--- config.mk ---
export PLATFORM = sky130hd
export DESIGN_NAME = sabs_seq
export DESIGN_NICKNAME = d
export VERILOG_FILES = /design/src/hw/sabs_pkg.sv /design/src/hw/sabs_acc_if.sv /design/src/hw/sabs_accum.sv /design/src/hw/sabs_divider.sv /design/src/hw/sabs_seq.sv
export SDC_FILE = /design/constraint.sdc
export NUM_CORES = 1
export LEC_CHECK = 0
export BUFFER_PORTS_ARGS = -buffer_cell sky130_fd_sc_hd__buf_2
export CORE_AREA = 2 2 135 111
export DETAILED_ROUTE_END_ITERATION = 10
export DIE_AREA = 0 0 137 113
export GPL_TIMING_DRIVEN = 0
export PLACE_DENSITY = 0.81
export SYNTH_ARGS = -nofsm -noshare
export SYNTH_HDL_FRONTEND = slang
export SYNTH_SLANG_ARGS = --single-unit
--- constraint.sdc ---
create_clock -name pclk -period 2.65 [get_ports pclk]
set_input_delay 0.265 -clock pclk [delete_from_list [all_inputs] [get_ports pclk]]
set_output_delay 0.265 -clock pclk [all_outputs]
set_load 0.1 [all_outputs]
--- src/hw/sabs_pkg.sv ---
// Constants, types and helpers of the converter burst sequencer.
// Assumes a single 20 MHz clock; every slower rate is an enable pulse.
// Operation
// - Subsystem clock is the core clock when burst select is 0, burst oscillator when 1.
// - Conversion clock is the subsystem clock divided by a software divider field.
// - Sequencer is always in exactly one of idle, tracking or converting.
// - Pre-tracking starts converting at once after a start, with no timed tracking; the code does this outside burst only, burst still tracks.
// - Post and dual tracking track for the track-time value plus 2 subsystem cycles.
// - Conversion follows tracking immediately, with no idle gap.
// - A conversion takes 13 conversion-clock cycles plus 2 subsystem cycles.
// - Burst wakes the converter, takes 1, 4, 8 or 16 samples, then sleeps; the code sleeps only with converter-on 0.
// - Burst mode is active whenever burst select is 1, independent of core clock.
// - In burst with converter-on 0, power down after each burst.
// - In burst with converter-on 1, stay powered after each burst.
// - A powered-down converter waits the power-up time before tracking; else starts at once.
// - In burst, one start runs repeat-count conversions back to back.
// - Outside burst, each conversion needs its own start; accumulation advances per trigger.
// - Done flag is set only when accumulated conversions reach the repeat count.
// - Window compare runs only on the complete accumulated result.
// - Tracking mode codes: 10b pre, 01b post, 11b dual.
// - Post-tracking disconnects input after conversion; pre and dual track continuously; the code needs converter-on 1 in idle, dual only in power-up.
// - Start source: busy write 1, external pin rising edge, timer 1 or timer 2 overflow.
// - Busy reads 1 during conversion; its fall sets the done flag; the code sets it only when busy falls after the last accumulated conversion.
package sabs_pkg;
  // ----------------------------------------------------------------
  // Register map (byte addresses)
  // ----------------------------------------------------------------
  localparam logic [7:0] SABS_CFG_OFS = 8'h00;
  localparam logic [7:0] SABS_CTRL_OFS = 8'h04;
  localparam logic [7:0] SABS_RESULT_OFS = 8'h08;
  localparam logic [7:0] SABS_BDIV_OFS = 8'h0c;
  // Configuration fields
  localparam int SABS_DIV_LSB = 0;
  localparam int SABS_TRK_LSB = 8;
  localparam int SABS_PWR_LSB = 12;
  localparam int SABS_RPT_LSB = 16;
  // Control fields
  localparam int SABS_ON_BIT = 0;
  localparam int SABS_BURST_BIT = 1;
  localparam int SABS_TM_LSB = 2;
  localparam int SABS_SRC_LSB = 4;
  localparam int SABS_BUSY_BIT = 6;
  localparam int SABS_DONE_BIT = 7;
  localparam int SABS_STATE_LSB = 8;
  localparam int SABS_POWER_BIT = 12;
  // Reset values
  localparam logic [4:0] SABS_DIV_RST = 5'h1f;
  localparam logic [1:0] SABS_TRK_RST = 2'h0;
  localparam logic [3:0] SABS_PWR_RST = 4'h0;
  localparam logic [1:0] SABS_RPT_RST = 2'h0;
  localparam logic [4:0] SABS_BDIV_RST = 5'h00;
  // ----------------------------------------------------------------
  // Codes and timing
  // ----------------------------------------------------------------
  localparam logic [1:0] SABS_TM_PRE = 2'h2;
  localparam logic [1:0] SABS_TM_POST = 2'h1;
  localparam logic [1:0] SABS_TM_DUAL = 2'h3;
  localparam logic [1:0] SABS_SRC_SW = 2'h0;
  localparam logic [1:0] SABS_SRC_EXT = 2'h1;
  localparam logic [1:0] SABS_SRC_TMR1 = 2'h2;
  localparam logic [1:0] SABS_SRC_TMR2 = 2'h3;
  localparam logic [7:0] SABS_TRACK_EXTRA = 8'h02;
  localparam logic [7:0] SABS_TRACK_STEP = 8'h04;
  localparam logic [7:0] SABS_PWRUP_STEP = 8'h08;
  localparam logic [3:0] SABS_SAR_LAST = 4'hc;
  typedef enum logic [3:0] {
    SABS_IDLE = 4'b0001,
    SABS_PWRUP = 4'b0010,
    SABS_TRACK = 4'b0100,
    SABS_CONV = 4'b1000
  } sabs_state_type;
  typedef enum logic [1:0] {
    SABS_PH_START = 2'h0,
    SABS_PH_SAR = 2'h1,
    SABS_PH_END = 2'h2
  } sabs_phase_type;

  // Repeat count code to number of samples
  function automatic logic [4:0] sabs_rpt_target(input logic [1:0] code);
    unique case (code)
      2'h0: sabs_rpt_target = 5'h01;
      2'h1: sabs_rpt_target = 5'h04;
      2'h2: sabs_rpt_target = 5'h08;
      default: sabs_rpt_target = 5'h10;
    endcase
  endfunction
endpackage

--- src/hw/sabs_acc_if.sv ---
// Sample hand-off between the sequencer and the accumulator.
// Assumes both ends run on pclk.
`timescale 1ns/10ps
interface sabs_acc_if;
  logic clear;
  logic sample_valid;
  logic [11:0] sample;
  logic [1:0] rpt_sel;
  logic done;
  logic [15:0] sum;
  modport ctl (output clear, output sample_valid, output sample, output rpt_sel,
    input done, input sum);
  modport acc (input clear, input sample_valid, input sample, input rpt_sel,
    output done, output sum);
endinterface

--- src/hw/sabs_accum.sv ---
// Sample accumulator: sums 1, 4, 8 or 16 samples and publishes the total.
// Assumes sample_valid is a one-cycle strobe on pclk.
`timescale 1ns/10ps
module sabs_accum
  import sabs_pkg::*;
(
  // Clock and reset
  input wire logic pclk,
  input wire logic presetn,
  // Sample port
  sabs_acc_if.acc acc
);
  typedef struct packed {
    logic [15:0] part;
    logic [4:0] cnt;
    logic [15:0] sum;
    logic done;
  } sabs_acc_type;
  sabs_acc_type s_q, s_d;
  logic [15:0] total;

  // Result only moves on the last sample, so readers never see partial sums
  always_comb begin
    s_d = s_q;
    s_d.done = 1'b0;
    total = s_q.part + {4'h0, acc.sample};
    if (acc.clear) begin
      s_d.part = '0;
      s_d.cnt = '0;
    end else if (acc.sample_valid) begin
      if (s_q.cnt + 5'h01 == sabs_rpt_target(acc.rpt_sel)) begin
        s_d.sum = total;
        s_d.done = 1'b1;
        s_d.part = '0;
        s_d.cnt = '0;
      end else begin
        s_d.part = total;
        s_d.cnt = s_q.cnt + 5'h01;
      end
    end
  end

  assign acc.done = s_q.done;
  assign acc.sum = s_q.sum;

  // State register
  always_ff @(posedge pclk or negedge presetn) begin
    if (!presetn) begin
      s_q <= '0;
    end else begin
      s_q <= s_d;
    end
  end
endmodule

--- src/hw/sabs_divider.sv ---
// Enable-pulse divider: one output pulse per ratio+1 input pulses.
// Assumes tick_in is a one-cycle enable on pclk.
`timescale 1ns/10ps
module sabs_divider
  import sabs_pkg::*;
(
  // Clock and reset
  input wire logic pclk,
  input wire logic presetn,
  // Control
  input wire logic tick_in,
  input wire logic restart,
  input wire logic [4:0] ratio,
  // Divided enable
  output logic tick_out
);
  typedef struct packed {
    logic [4:0] cnt;
  } sabs_div_type;
  sabs_div_type s_q, s_d;

  // Restart aligns the first output period to the start of a phase
  always_comb begin
    s_d = s_q;
    if (restart) begin
      s_d.cnt = 5'h00;
    end else if (tick_in) begin
      s_d.cnt = (s_q.cnt == ratio) ? 5'h00 : s_q.cnt + 5'h01;
    end
  end

  assign tick_out = tick_in && !restart && (s_q.cnt == ratio);

  // State register
  always_ff @(posedge pclk or negedge presetn) begin
    if (!presetn) begin
      s_q <= '0;
    end else begin
      s_q <= s_d;
    end
  end
endmodule

--- src/hw/sabs_seq.sv ---
// Burst sequencer top: APB registers, start selection, subsystem and
// conversion clock enables, tracking / converting / idle sequencing.
// Assumes the analog core holds sar_result valid at the end of a conversion.
//
// The placing of the registers and the APB slave port were decided locally.
`timescale 1ns/10ps
module sabs_seq
  import sabs_pkg::*;
(
  // Clock and reset
  input wire logic pclk,
  input wire logic presetn,
  // APB slave
  input wire logic [7:0] paddr,
  input wire logic psel,
  input wire logic penable,
  input wire logic pwrite,
  input wire logic [31:0] pwdata,
  output logic [31:0] prdata,
  output logic pready,
  output logic pslverr,
  // Convert start sources
  input wire logic external_convert_start,
  input wire logic timer1_ovf,
  input wire logic timer2_ovf,
  // Analog core
  input wire logic [11:0] sar_result,
  output logic converter_subsystem_clock,
  output logic sar_clock_en,
  output logic converter_power,
  output logic sample_track,
  output logic [1:0] seq_state,
  // Window comparator feed
  output logic window_eval,
  output logic [15:0] window_value
);
  typedef struct packed {
    sabs_state_type st;
    sabs_phase_type ph;
    logic [7:0] cnt;
    logic [3:0] sar_n;
    logic [4:0] nconv;
    logic on;
    logic burst;
    logic [1:0] tm;
    logic [1:0] src;
    logic [4:0] div;
    logic [1:0] trk;
    logic [3:0] pwr;
    logic [1:0] rpt;
    logic [4:0] bdiv;
    logic busy;
    logic done;
    logic pend;
    logic ext_prev;
    logic sample_v;
    logic [11:0] sample;
    logic clear;
    logic [31:0] rdata;
    logic err;
    logic eval;
    logic [15:0] wval;
  } sabs_seq_type;
  sabs_seq_type s_q, s_d;

  sabs_acc_if acc_bus();
  logic burst_tick;
  logic converter_subsystem_clock_en;
  logic sar_tick;
  logic sar_restart;
  logic trigger;
  logic wr;
  logic setup;
  logic mapped;
  logic last;

  // ----------------------------------------------------------------
  // Clock enables
  // ----------------------------------------------------------------
  // Burst oscillator stand-in: free-running divided enable from pclk
  sabs_divider u_burst_osc (
    .pclk(pclk),
    .presetn(presetn),
    .tick_in(1'b1),
    .restart(1'b0),
    .ratio(s_q.bdiv),
    .tick_out(burst_tick)
  );

  // Subsystem clock follows burst select
  assign converter_subsystem_clock_en = s_q.burst ? burst_tick : 1'b1;

  // Conversion clock restarts at each conversion so 13 periods are exact
  assign sar_restart = !(s_q.st == SABS_CONV && s_q.ph == SABS_PH_SAR);
  sabs_divider u_sar_div (
    .pclk(pclk),
    .presetn(presetn),
    .tick_in(converter_subsystem_clock_en),
    .restart(sar_restart),
    .ratio(s_q.div),
    .tick_out(sar_tick)
  );

  // ----------------------------------------------------------------
  // Accumulator
  // ----------------------------------------------------------------
  sabs_accum u_accum (
    .pclk(pclk),
    .presetn(presetn),
    .acc(acc_bus)
  );
  assign acc_bus.clear = s_q.clear;
  assign acc_bus.sample_valid = s_q.sample_v;
  assign acc_bus.sample = s_q.sample;
  assign acc_bus.rpt_sel = s_q.rpt;

  // ----------------------------------------------------------------
  // Bus decode and start selection
  // ----------------------------------------------------------------
  assign setup = psel && !penable;
  assign wr = psel && penable && pwrite;
  assign mapped = (paddr == SABS_CFG_OFS) || (paddr == SABS_CTRL_OFS) ||
    (paddr == SABS_RESULT_OFS) || (paddr == SABS_BDIV_OFS);

  // Pins are taken as synchronous, so a plain edge detect suffices
  always_comb begin
    unique case (s_q.src)
      SABS_SRC_SW: trigger = wr && (paddr == SABS_CTRL_OFS) && pwdata[SABS_BUSY_BIT];
      SABS_SRC_EXT: trigger = external_convert_start && !s_q.ext_prev;
      SABS_SRC_TMR1: trigger = timer1_ovf;
      default: trigger = timer2_ovf;
    endcase
  end

  assign last = (s_q.nconv + 5'h01) == sabs_rpt_target(s_q.rpt);

  // ----------------------------------------------------------------
  // Next-state logic
  // ----------------------------------------------------------------
  always_comb begin
    s_d = s_q;
    s_d.sample_v = 1'b0;
    s_d.clear = 1'b0;
    s_d.eval = 1'b0;
    s_d.ext_prev = external_convert_start;

    // Register writes take effect on the access edge only
    if (wr) begin
      unique case (paddr)
        SABS_CFG_OFS: begin
          s_d.div = pwdata[SABS_DIV_LSB +: 5];
          s_d.trk = pwdata[SABS_TRK_LSB +: 2];
          s_d.pwr = pwdata[SABS_PWR_LSB +: 4];
          s_d.rpt = pwdata[SABS_RPT_LSB +: 2];
          s_d.nconv = '0;
          s_d.clear = 1'b1;
        end
        SABS_CTRL_OFS: begin
          s_d.on = pwdata[SABS_ON_BIT];
          s_d.burst = pwdata[SABS_BURST_BIT];
          s_d.tm = pwdata[SABS_TM_LSB +: 2];
          s_d.src = pwdata[SABS_SRC_LSB +: 2];
          if (pwdata[SABS_DONE_BIT]) begin
            s_d.done = 1'b0;
          end
        end
        SABS_BDIV_OFS: s_d.bdiv = pwdata[4:0];
        default: s_d.bdiv = s_q.bdiv;
      endcase
    end

    // Start is held until the subsystem clock takes it
    if (trigger && (s_q.on || s_q.burst)) begin
      s_d.pend = 1'b1;
      s_d.busy = 1'b1;
    end

    // Sequencer advances only on subsystem clock enables
    if (converter_subsystem_clock_en) begin
      unique case (s_q.st)
        SABS_IDLE: begin
          if (s_q.pend) begin
            s_d.pend = 1'b0;
            if (s_q.burst && !s_q.on) begin
              s_d.st = SABS_PWRUP;
              s_d.cnt = 8'(s_q.pwr) * SABS_PWRUP_STEP + SABS_PWRUP_STEP - 8'h01;
            end else if (!s_q.burst && s_q.tm == SABS_TM_PRE) begin
              s_d.st = SABS_CONV;
              s_d.ph = SABS_PH_START;
            end else begin
              s_d.st = SABS_TRACK;
              s_d.cnt = 8'(s_q.trk) * SABS_TRACK_STEP + SABS_TRACK_EXTRA - 8'h01;
            end
          end
        end
        SABS_PWRUP: begin
          if (s_q.cnt == 8'h00) begin
            s_d.st = SABS_TRACK;
            s_d.cnt = 8'(s_q.trk) * SABS_TRACK_STEP + SABS_TRACK_EXTRA - 8'h01;
          end else begin
            s_d.cnt = s_q.cnt - 8'h01;
          end
        end
        SABS_TRACK: begin
          if (s_q.cnt == 8'h00) begin
            s_d.st = SABS_CONV;
            s_d.ph = SABS_PH_START;
          end else begin
            s_d.cnt = s_q.cnt - 8'h01;
          end
        end
        SABS_CONV: begin
          unique case (s_q.ph)
            SABS_PH_START: begin
              s_d.ph = SABS_PH_SAR;
              s_d.sar_n = 4'h0;
            end
            SABS_PH_END: begin
              s_d.sample_v = 1'b1;
              s_d.sample = sar_result;
              s_d.nconv = last ? 5'h00 : s_q.nconv + 5'h01;
              if (s_q.burst && !last) begin
                s_d.st = SABS_TRACK;
                s_d.cnt = 8'(s_q.trk) * SABS_TRACK_STEP + SABS_TRACK_EXTRA - 8'h01;
              end else begin
                s_d.st = SABS_IDLE;
                s_d.busy = s_q.pend;
              end
            end
            default: s_d.ph = s_q.ph;
          endcase
        end
        default: s_d.st = SABS_IDLE;
      endcase
    end

    // SAR periods are counted on the divided enable
    if (s_q.st == SABS_CONV && s_q.ph == SABS_PH_SAR && sar_tick) begin
      if (s_q.sar_n == SABS_SAR_LAST) begin
        s_d.ph = SABS_PH_END;
      end else begin
        s_d.sar_n = s_q.sar_n + 4'h1;
      end
    end

    // Completion wins over a clear written in the same cycle
    if (acc_bus.done) begin
      s_d.done = 1'b1;
      s_d.eval = 1'b1;
      s_d.wval = acc_bus.sum;
    end

    // Read data is latched in setup so the access phase answers at once
    s_d.err = setup && !mapped;
    if (setup) begin
      s_d.rdata = '0;
      unique case (paddr)
        SABS_CFG_OFS: begin
          s_d.rdata[SABS_DIV_LSB +: 5] = s_q.div;
          s_d.rdata[SABS_TRK_LSB +: 2] = s_q.trk;
          s_d.rdata[SABS_PWR_LSB +: 4] = s_q.pwr;
          s_d.rdata[SABS_RPT_LSB +: 2] = s_q.rpt;
        end
        SABS_CTRL_OFS: begin
          s_d.rdata[SABS_ON_BIT] = s_q.on;
          s_d.rdata[SABS_BURST_BIT] = s_q.burst;
          s_d.rdata[SABS_TM_LSB +: 2] = s_q.tm;
          s_d.rdata[SABS_SRC_LSB +: 2] = s_q.src;
          s_d.rdata[SABS_BUSY_BIT] = s_q.busy;
          s_d.rdata[SABS_DONE_BIT] = s_q.done;
          s_d.rdata[SABS_STATE_LSB +: 4] = s_q.st;
          s_d.rdata[SABS_POWER_BIT] = converter_power;
        end
        SABS_RESULT_OFS: s_d.rdata[15:0] = acc_bus.sum;
        SABS_BDIV_OFS: s_d.rdata[4:0] = s_q.bdiv;
        default: s_d.rdata = '0;
      endcase
    end
  end

  // ----------------------------------------------------------------
  // Outputs
  // ----------------------------------------------------------------
  assign prdata = s_q.rdata;
  assign pready = 1'b1;
  assign pslverr = s_q.err;
  assign converter_subsystem_clock = converter_subsystem_clock_en;
  assign sar_clock_en = sar_tick;
  // Burst power-down after a burst unless converter_on holds it up
  assign converter_power = s_q.on || (s_q.burst && s_q.st != SABS_IDLE);
  // Post-tracking leaves the input open between conversions
  assign sample_track = (s_q.st == SABS_TRACK) ||
    (s_q.st == SABS_PWRUP && s_q.tm == SABS_TM_DUAL) ||
    (s_q.st == SABS_IDLE && s_q.on && s_q.tm != SABS_TM_POST);
  // Power-up reports as idle: 0 idle, 1 tracking, 2 converting
  assign seq_state = (s_q.st == SABS_CONV) ? 2'h2 :
    (s_q.st == SABS_TRACK) ? 2'h1 : 2'h0;
  assign window_eval = s_q.eval;
  assign window_value = s_q.wval;

  // State register
  always_ff @(posedge pclk or negedge presetn) begin
    if (!presetn) begin
      s_q <= '0;
      s_q.st <= SABS_IDLE;
      s_q.ph <= SABS_PH_START;
      s_q.tm <= SABS_TM_POST;
      s_q.div <= SABS_DIV_RST;
      s_q.trk <= SABS_TRK_RST;
      s_q.pwr <= SABS_PWR_RST;
      s_q.rpt <= SABS_RPT_RST;
      s_q.bdiv <= SABS_BDIV_RST;
    end else begin
      s_q <= s_d;
    end
  end
endmodule

==> impl_metrics.toml, run 1 <==
[status]
run_status = "complete, no violations"

[floorplanning]
num_io_pins = 117
core_area_sq_um = 14100
die_w_microns = 137
die_area_sq_um = 15500
initial_core_util_pct = 56.9
die_y_microns = 113
fp-row-count = 39

[sta]
post-route-period-util_pct = 97.4
hold_viol_final = 0
fin_hold_ws_ps = 61.3
tightest_slew_ps = 847
fmax_ghz = 0.388
setup_viol = 0
skew_ps = 12.8
slew_violations = 0
relSlewSlack_pct = 43.6
finalCriticalPeriod_ps = 2580

[final_layout]
fin_nets = 956
multiInputGateArea_sq_um = 3790
final.fill_count = 1054
final_util_pct = 67.4
drive_above_1_share_pct = 30.7
final_area_sq_um = 9470
antenna_cells = 0
fin_cells = 1072
syn2layout_area_growth_pct = 18.3
seqCellArea_sq_um = 3740

[synthesis]
ys_ff_latch = 149
yosysMostFrequentCell = "dfrtp_1"
synth_top_area_share_pct = 44.4
synth-seq-area-share_pct = 46.7
synthFlopType = "dfrtp_1"
synth_commonest_cells = "dfrtp_1, buf_4, nand2_1"
synthesis.instances = 751
synthTopCellsByArea = "dfrtp_1, mux2_2, buf_4, ha_1, o21ai_0"
syn_avg_cell_area_sq_um = 10.7
async_reset_ff_share_pct = 100
yosys.area.top_type = "dfrtp_1"
yosysWarnings = 0
syn_area_sq_um = 8000
synth-edff-count = 0
netlist-cell-type-count = 71

[routing]
routedWlPerCell_microns = 17.5
final_antenna_net_count = 0
vias_per_cell = 5.69
routed_wl_microns = 18700
drt_pre_antenna_iters = 5
drc = 0
vias = 6104
drt_iter0_markers = 571

[global_route]
first_global_vias = 5925
grt_overflow_total = 0
grt_usage_pct = 25.7
grt_max_degree = 92
grt_pass1_wl_microns = 30600
antenna_found_initial = 0

[job]
drv_cap = 0

[place]
gp_congestion = 0.879
placed_area_sq_um = 8740
dp_hpwl_microns = 13300
portBuffers = 85
dp_cells = 1034

[cts]
clk_latency_ps = 430
path_clk_slew_ps = 60
clock_sinks = 149
cts-htree-levels = 4
tritoncts = "built"
cts_buffers = 17
cts-root-buf = "clkbuf_16"
cts_buffer_depth = 2

[power]
power_density_nw_per_um2 = 583
seqPwrFrac_pct = 43.9
p_leak_nw = 4.71
p_switching_w = 0.00155
internal_power_w = 0.00397
combPwrFrac_pct = 14.5
swShare_pct = 28.1
p_clk_share_pct = 41.6
worst_ir_drop_vdd_uv = 501
power_w = 0.00552

[min_path]
hold_path.class = "in -> reg"
min-delay-start = "sar_result[9]"

[worst_setup_path]
worstSetupEndpointType = "primary output"
critPathLaunchType = "register"
path_class = "reg -> out"
critPathArrivalTime_ps = 2320
reg2reg_from = "u_accum.s_q[17]"
startpoint = "s_q[68]"
cp.required_ps = 2380
cp_max_fo = 10
layout by cell type, fill, tap and decap left out, drive strengths merged, types with 4 or more instances in the layout:
cell,count
nor2b,12
clkbuf,38
nor4,4
mux2,63
ha,20
xor2,13
dfstp,7
nor3b,9
or3,5
nor2,39
nand3b,6
a22oi,10
dfrtp,142
a22o,19
buf,151
a31oi,5
o21ai,57
clkinv,8
nand3,19
a21o,11
inv,30
nand2,51
nand2b,6
mux2i,16
and3,5
xnor2,22
nor3,15
a21oi,32
conb,15
mux4,5
state kept, by name, indices dropped and copies added (netlist names):
signal and count:
acc_bus.sample 12, s_q 49, u_accum.s_q 21, prdata 18
u_sar_div.s_q 5, acc_bus.rpt_sel 2, acc_bus.clear 1, u_accum.acc.done 1
pslverr 1, acc_bus.sample_valid 1, window_value 16, u_burst_osc.s_q 5
window_eval 1, u_accum.acc.sum 16
final cells by class:
type	instances	area share, %
Sequential cell	149	39.5
Inverter	29	1.15
Tap cell	184	2.43
Buffer	78	5.43
Timing Repair Buffer	93	5.55
Multi-Input combinational cell	507	40.0
Clock inverter	12	1.11
Clock buffer	20	4.82
critical path, stage by stage, from the launching register on:
cell	delay, ps
dfrtp_1	420
xnor2_1	180
nand3_1	130
o31ai_2	370
buf_2	290
nand3_1	170
inv_1	110
buf_6	220
power groups by stage:
| stage | Combinational, W | Sequential, W | Clock [W] |
|---|---|---|---|
| 6_report | 0.000801 | 0.00242 | 0.00230 |
| 5_1_grt | 0.000884 | 0.00243 | 0.00245 |
| 4_1_cts | 0.000760 | 0.00242 | 0.00232 |
| 3_5_place_dp | 0.000750 | 0.00246 | 0 |
| 3_3_place_gp | 0.000722 | 0.00246 | 0 |
| 2_1_floorplan | 0.000543 | 0.00245 | 0 |
routing by layer:
metal | vias up | routed length (microns) | track usage, %
li1 | 2878 | - | -
met1 | 3003 | 8670 | 38.3
met2 | 193 | 8580 | 37.3
met3 | 30 | 1140 | 6.05
met4 | 0 | 324 | 7.84
met5 | - | 0 | 0
kinds of logic after synthesis:
family | count (synthesis) | share of synthesized area, %
muxes | 84 | 12.3
other | 2 | 0.0939
DFF | 149 | 46.7
AOI/OAI and AO/OA | 165 | 13.4
adders and majority gates | 21 | 3.38
xor gates and xnor gates | 35 | 3.92
buffers and inverters | 108 | 7.74
and+or+nand+nor | 187 | 12.4
what timing repair did:
item / in CTS / in global routing
endpoints found under the hold margin: 88 / 0
cloned: 0 / 1
gates resized for setup: 6 / 26
setup buffers: 0 / 4
hold buffers: 2 / 0
pin swaps: 1 / 4
endpoints found under the setup margin: 11 / 42
metrics by stage:
stage / setup TNS [ps] / setup WS (ps)
2_1_floorplan: 0 / 50.7
3_3_place_gp: -115970 / -821
3_5_place_dp: -601 / -128
4_1_cts: 0 / 15.7
5_1_grt: -168 / -45.4
6_report: 0 / 69.5
path summary, 6_finish.rpt:
kind | end | slack, ps | depth (start not counted)
hold / removal | acc_bus.sample[9] | 60 | 2
max in group asynchronous | s_q[111] | 1330 | 3
setup reg to reg | u_accum.acc.sum[4] | 100 | 7
setup / recovery | sar_clock_en | 70 | 7
min in group asynchronous | u_burst_osc.s_q[2] | 480 | 2
hold reg to reg | window_eval | 410 | 0
No activity file was read; power rests on OpenSTA's default activity.
==> inputs of run 2 (changes only) <==
- ABC_AREA: default -> 1
- BUFFER_PORTS_ARGS: -buffer_cell sky130_fd_sc_hd__buf_2 -> -buffer_cell sky130_fd_sc_hd__clkbuf_2
- CORE_AREA: 2 2 135 111 -> 2 2 136 111
- DIE_AREA: 0 0 137 113 -> 0 0 138 113
- MAX_ROUTING_LAYER: default -> met4
- PLACE_DENSITY: 0.81 -> 0.82
==> run 2 against run 1 <==
  * Clock skew down 7.0 ps
  * Clock power rose by 7%
  * Largest cell class is now registers
  * Clock-buffer cell count rose by 2
  * Critical path type unchanged
  * Wire length up 7.8%
  * Maximum frequency rose by 6.9%
  * Non-clock buffer count decreased by 18
==> impl_metrics.toml, run 2 <==
[routing]
routed_wl_microns = 20200
routed-wl-met3_microns = 1340
vias_per_cell = 5.34
wl_met2_microns = 9000
vias = 7100
drt_iter0_markers = 658
highest_layer = "met4"
drt_pre_antenna_iters = 6
drc = 0
routedWlPerCell_microns = 15.2
final_antenna_net_count = 0
wl_met1_microns = 9420

[sta]
relSlewSlack_pct = 50.4
setup_viol = 0
tightest_slew_ps = 741
finalCriticalPeriod_ps = 2410
setup_tns_ps = 0
slew_violations = 0
hold_viol_final = 0
rsz0062_at_grt = "false"
fmax_ghz = 0.414
post-route-period-util_pct = 91.1
fin_hold_ws_ps = 21.9
skew_ps = 5.77

[power]
seqPwrFrac_pct = 38.7
combPwrFrac_pct = 23.8
power_w = 0.00657
p_leak_nw = 5.07
p_clk_share_pct = 37.5
p_switching_w = 0.00221
internal_power_w = 0.00437
power_density_nw_per_um2 = 695
swShare_pct = 33.6
worst_ir_drop_vdd_uv = 576

[floorplanning]
initial_core_util_pct = 57.2
die_y_microns = 113
die_w_microns = 138
fp-row-count = 39
core_area_sq_um = 14200
die_area_sq_um = 15600
num_io_pins = 117

[final_layout]
largest_reg_flops = 49
fin_nets = 1214
antenna_cells = 0
drive_above_1_share_pct = 18.1
largest-register = "s_q"
final.fill_count = 1148
syn2layout_area_growth_pct = 16.8
final_util_pct = 66.8
final_cell_mix = "nand2_1, dfrtp_1, inv_1"
fin_cells = 1330
final_common_cell = "nand2_1"

[worst_setup_path]
path_class = "reg -> out"
worstSetupEndpointType = "primary output"
cp_max_fo = 7
critPathArrivalTime_ps = 2150
critPathLaunchType = "register"
cp.required_ps = 2380
r2r_slack_ps = 510

[global_route]
grt_usage_pct = 27.7
first_global_vias = 6779
grt_pass1_wl_microns = 33100
grt_overflow_total = 0
antenna_found_initial = 0
grt_max_degree = 80

[synthesis]
syn_area_sq_um = 8100
async_reset_ff_share_pct = 100
synth-seq-area-share_pct = 46.2
synth_top_area_share_pct = 43.9
synth_commonest_cells = "nand2_1, dfrtp_1, inv_1"
syn_avg_cell_area_sq_um = 7.99
yosysMostFrequentCell = "nand2_1"
synthFlopType = "dfrtp_1"
synthesis.instances = 1013
netlist-cell-type-count = 39
synth-edff-count = 0
ys_ff_latch = 149
yosys.area.top_type = "dfrtp_1"
yosysWarnings = 0
synthTopCellsByArea = "dfrtp_1, nand2_1, inv_1, buf_4, o21ai_0"

[cts]
cts-htree-levels = 4
cts_buffer_depth = 2
clock_sinks = 149
cts_buffers = 17
tritoncts = "built"
path_clk_slew_ps = 60
clk_latency_ps = 430
cts-root-buf = "clkbuf_16"

[place]
dp_hpwl_microns = 14400
dp_cells = 1296
portBuffers = 85
gp_congestion = 0.906

[status]
run_status = "complete, no violations"

[job]
drv_cap = 0

[min_path]
hold_path.class = "in -> reg"
## run 2: cell types whose count changed after synthesis, sizes merged, moves of 18 or more
cell   before  now
nor2       39   77
inv        29  114
nand2      51  313
mux2       63    3
a22o       19    1
nand3      19   47
o21ai      57   82
## run 2: cell type report
| class | count | area, sq um | share of cell area (%) |
|---|---|---|---|
| Timing Repair Buffer | 88 | 484 | 5.12 |
| Buffer | 65 | 459 | 4.86 |
| Sequential cell | 149 | 3740 | 39.5 |
| Clock buffer | 22 | 464 | 4.91 |
| Multi-Input combinational cell | 698 | 3520 | 37.2 |
| Clock inverter | 10 | 130 | 1.38 |
| Tap cell | 184 | 230 | 2.44 |
| Inverter | 114 | 428 | 4.53 |
## run 2: worst max-delay path, cell delays in order (launching register included)
cell and delay [ps]:
dfrtp_1 390, nor2_1 170, nand3_1 250, nor2_1 300, nand2_1 110, nor2_2 140
clkbuf_4 350
## run 2: power groups by stage
stage          logic [W]  registers, W  clock network (W)
3_5_place_dp     0.00154       0.00258                  0
6_report         0.00157       0.00254            0.00246
4_1_cts          0.00156       0.00254            0.00246
2_1_floorplan    0.00122       0.00255                  0
3_3_place_gp     0.00151       0.00258                  0
5_1_grt          0.00172       0.00256            0.00258
## run 2: path summary, 6_finish.rpt
kind,start,endpoint,cells past startpoint
setup reg to reg,u_accum.s_q[22],u_accum.acc.sum[10],11
hold reg to reg,u_accum.acc.done,window_eval,0
setup / recovery,s_q[112],sar_clock_en,6
max in group asynchronous,presetn,s_q[111],3
min in group asynchronous,presetn,acc_bus.sample[4],2
hold / removal,sar_result[6],acc_bus.sample[6],3
## run 2: logic make-up (layout without fill, tap and decap cells)
| kind of cell | Yosys count | in the layout | share of synthesized area (%) |
|---|---|---|---|
| muxes | 4 | 4 | 0.541 |
| DFF | 149 | 149 | 46.2 |
| other | 2 | 15 | 0.0928 |
| adders and majority gates | 21 | 21 | 3.34 |
| buffers and inverters | 179 | 299 | 11.0 |
| and+or+nand+nor | 467 | 467 | 24.7 |
| xor gates and xnor gates | 33 | 33 | 3.76 |
| AOI/OAI and AO/OA | 158 | 158 | 10.4 |
## run 2: what timing repair did
item,4_1_cts,5_1_grt
setup endpoints to repair,0,1
endpoints found under the hold margin,73,0
gates resized for setup,0,2
hold buffers,2,0
setup buffers,0,0
## run 2: metrics by stage
step / worst slack (ps) / instance area, sq um
finish: 236 / 9450
global route: 57.9 / 9450
CTS: 111 / 9450
detailed placement: 551 / 8840
global placement: -1160 / 8800
floorplan: 155 / 8150
## run 2: routing by layer
layer | GRT usage [%] | up-vias
met5 | - | -
met4 | 10.0 | 0
met3 | 6.14 | 45
met2 | 41.0 | 266
met1 | 37.9 | 3364
li1 | - | 3425
==> inputs of run 3 (changes only) <==
- CORE_AREA: 2 2 136 111 -> 3 3 137 112
- DIE_AREA: 0 0 138 113 -> 0 0 140 115
==> run 3 against run 2 <==
  * Combinational power hardly changed
  * Clock skew is 2.2 ps higher
  * Non-clock buffer count stayed put
  * Global-route usage is 0.78 points lower
  * Power is 5.3% higher
  * Design area is 0.87% higher
  * Critical path depth stayed put
  * Maximum frequency is 3.1% lower
  * Worst hold slack worse by 2.0 ps
  * Die area is 3.2% higher
  * Via count is 1.3% lower
  * Sequential share of layout area is 0.34 points lower
  * Critical path type unchanged
  * Critical endpoint unchanged
  * Largest cell class unchanged
==> impl_metrics.toml, run 3 (synthesis results as in run 2) <==
[worst_setup_path]
worstSetupEndpointType = "primary output"
startpoint = "s_q[112]"
r2r-end = "u_accum.acc.sum[10]"
critPathArrivalTime_ps = 2230
cp_max_fo = 7
reg2regPathDepth = 11
worstSetupEndpoint = "sar_clock_en"
slowest_delay_ps = 480
path_common_cell = "nor2_1"
path_class = "reg -> out"
r2r_slack_ps = 530
cp.required_ps = 2380
reg2reg_from = "acc_bus.sample[0]"
cp_slowest_cell = "clkbuf_2"
path_cells = "nor2_1 > nand3_1 > nor2_1 > nand2_1 > nor2_2 > clkbuf_2"
critPathLaunchType = "register"

[final_layout]
final.fill_count = 1143
multiInputGateArea_sq_um = 3520
drive_above_1_share_pct = 18.2
final_area_sq_um = 9540
fin_nets = 1214
syn2layout_area_growth_pct = 17.8
antenna_cells = 0
seqCellArea_sq_um = 3740
final_common_cell = "nand2_1"
largest_reg_flops = 49
final_util_pct = 67.4
largest-register = "s_q"
final_cell_mix = "nand2_1, dfrtp_1, inv_1"

[floorplanning]
num_io_pins = 117
die_area_sq_um = 16100
core_area_sq_um = 14200
die_y_microns = 115
initial_core_util_pct = 57.2
fp-row-count = 39
die_w_microns = 140

[cts]
cts-root-buf = "clkbuf_16"
cts-htree-levels = 4
postCtsSetupBuffers = 0
path_clk_slew_ps = 60
clock_sinks = 149
cts_buffer_depth = 2
cts_buffers = 17
tritoncts = "built"
clk_latency_ps = 440

[job]
drv_cap = 0

[power]
power_density_nw_per_um2 = 726
p_leak_nw = 5.11
worst_ir_drop_vdd_uv = 516

[place]
gp_congestion = 0.920
portBuffers = 85
dp_hpwl_microns = 14500
placed_area_sq_um = 8840

[sta]
fmax_ghz = 0.401
tightest_slew_ps = 688
relSlewSlack_pct = 53.9
post-route-period-util_pct = 94.0
finalCriticalPeriod_ps = 2490
setup_viol = 0
rsz0062_at_grt = "false"
hold_viol_final = 0
setup_tns_ps = 0
slew_violations = 0
skew_ps = 7.98

[global_route]
grt_pass1_wl_microns = 33400
grt_overflow_total = 0
antenna_found_initial = 0
first_global_vias = 6801
grt_usage_pct = 26.9
grt_max_degree = 108

[min_path]
hold_path.class = "in -> reg"

[routing]
routed_wl_microns = 19900
routedWlPerCell_microns = 15.0
vias_per_cell = 5.27
drt_pre_antenna_iters = 7
drc = 0
final_antenna_net_count = 0
drt_iter0_markers = 720
vias = 7007

[status]
run_status = "complete, no violations"
run 3: cell count changes in the layout (fill, tap and decap cells not counted), sizes merged:
cell / previous run / this run
inv: 114 / 116
clkbuf: 117 / 115
clkinv: 5 / 2
bufinv: 3 / 6
run 3: how the worst min path moves through the flow:
stage	cells after the start	to	startpoint
6_report	3	acc_bus.sample[5]	sar_result[5]
3_5_place_dp	1	s_q[100]	presetn
4_1_cts	3	acc_bus.sample[5]	sar_result[5]
2_1_floorplan	0	acc_bus.clear	presetn
3_3_place_gp	1	s_q[64]	external_convert_start
5_1_grt	3	acc_bus.sample[0]	sar_result[0]
run 3: report_power, final:
group | internal, W | switching, W
logic | 0.000436 | 0.00114
clock network | 0.00182 | 0.000976
registers | 0.00241 | 0.000139
run 3: critical path: cells and delay by family (launching register included):
family	cells	cell delay [ps]
buf+inv	1	480
simple gates	5	920
flops	1	390
run 3: repair_timing:
action	in CTS	in global routing
hold buffers	2	0
hold endpoints to repair	41	0
resized for setup	0	0
run 3: layer usage:
| metal | share of wire [%] | routed length, microns | up-vias | track usage [%] |
|---|---|---|---|---|
| li1 | - | - | 3426 | - |
| met1 | 47 | 9450 | 3286 | 37.7 |
| met2 | 43 | 8670 | 251 | 38.4 |
| met3 | 6.6 | 1310 | 44 | 6.28 |
| met4 | 2.5 | 506 | 0 | 9.88 |
| met5 | 0 | 0 | - | - |
run 3: metrics by stage:
stage / worst slack, ps / instances / power, W / hold WS, ps
after global routing: 10.9 / 1330 / 0.00726 / 25.8
after detailed placement: 595 / 1296 / 0.00413 / 219
after global placement: -1160 / 1295 / 0.00409 / 392
after CTS: 164 / 1330 / 0.00692 / 16.0
after floorplan: 155 / 1026 / 0.00377 / -30.6
final: 158 / 1330 / 0.00692 / 20.0
run 3: cell type report:
type                            count  share of cell area [%]
Buffer                             65                    4.82
Clock inverter                     12                    2.34
Clock buffer                       20                    4.79
Sequential cell                   149                    39.2
Inverter                          114                    4.49
Timing Repair Buffer               88                    5.05
Multi-Input combinational cell    698                    36.9
Tap cell                          184                    2.41
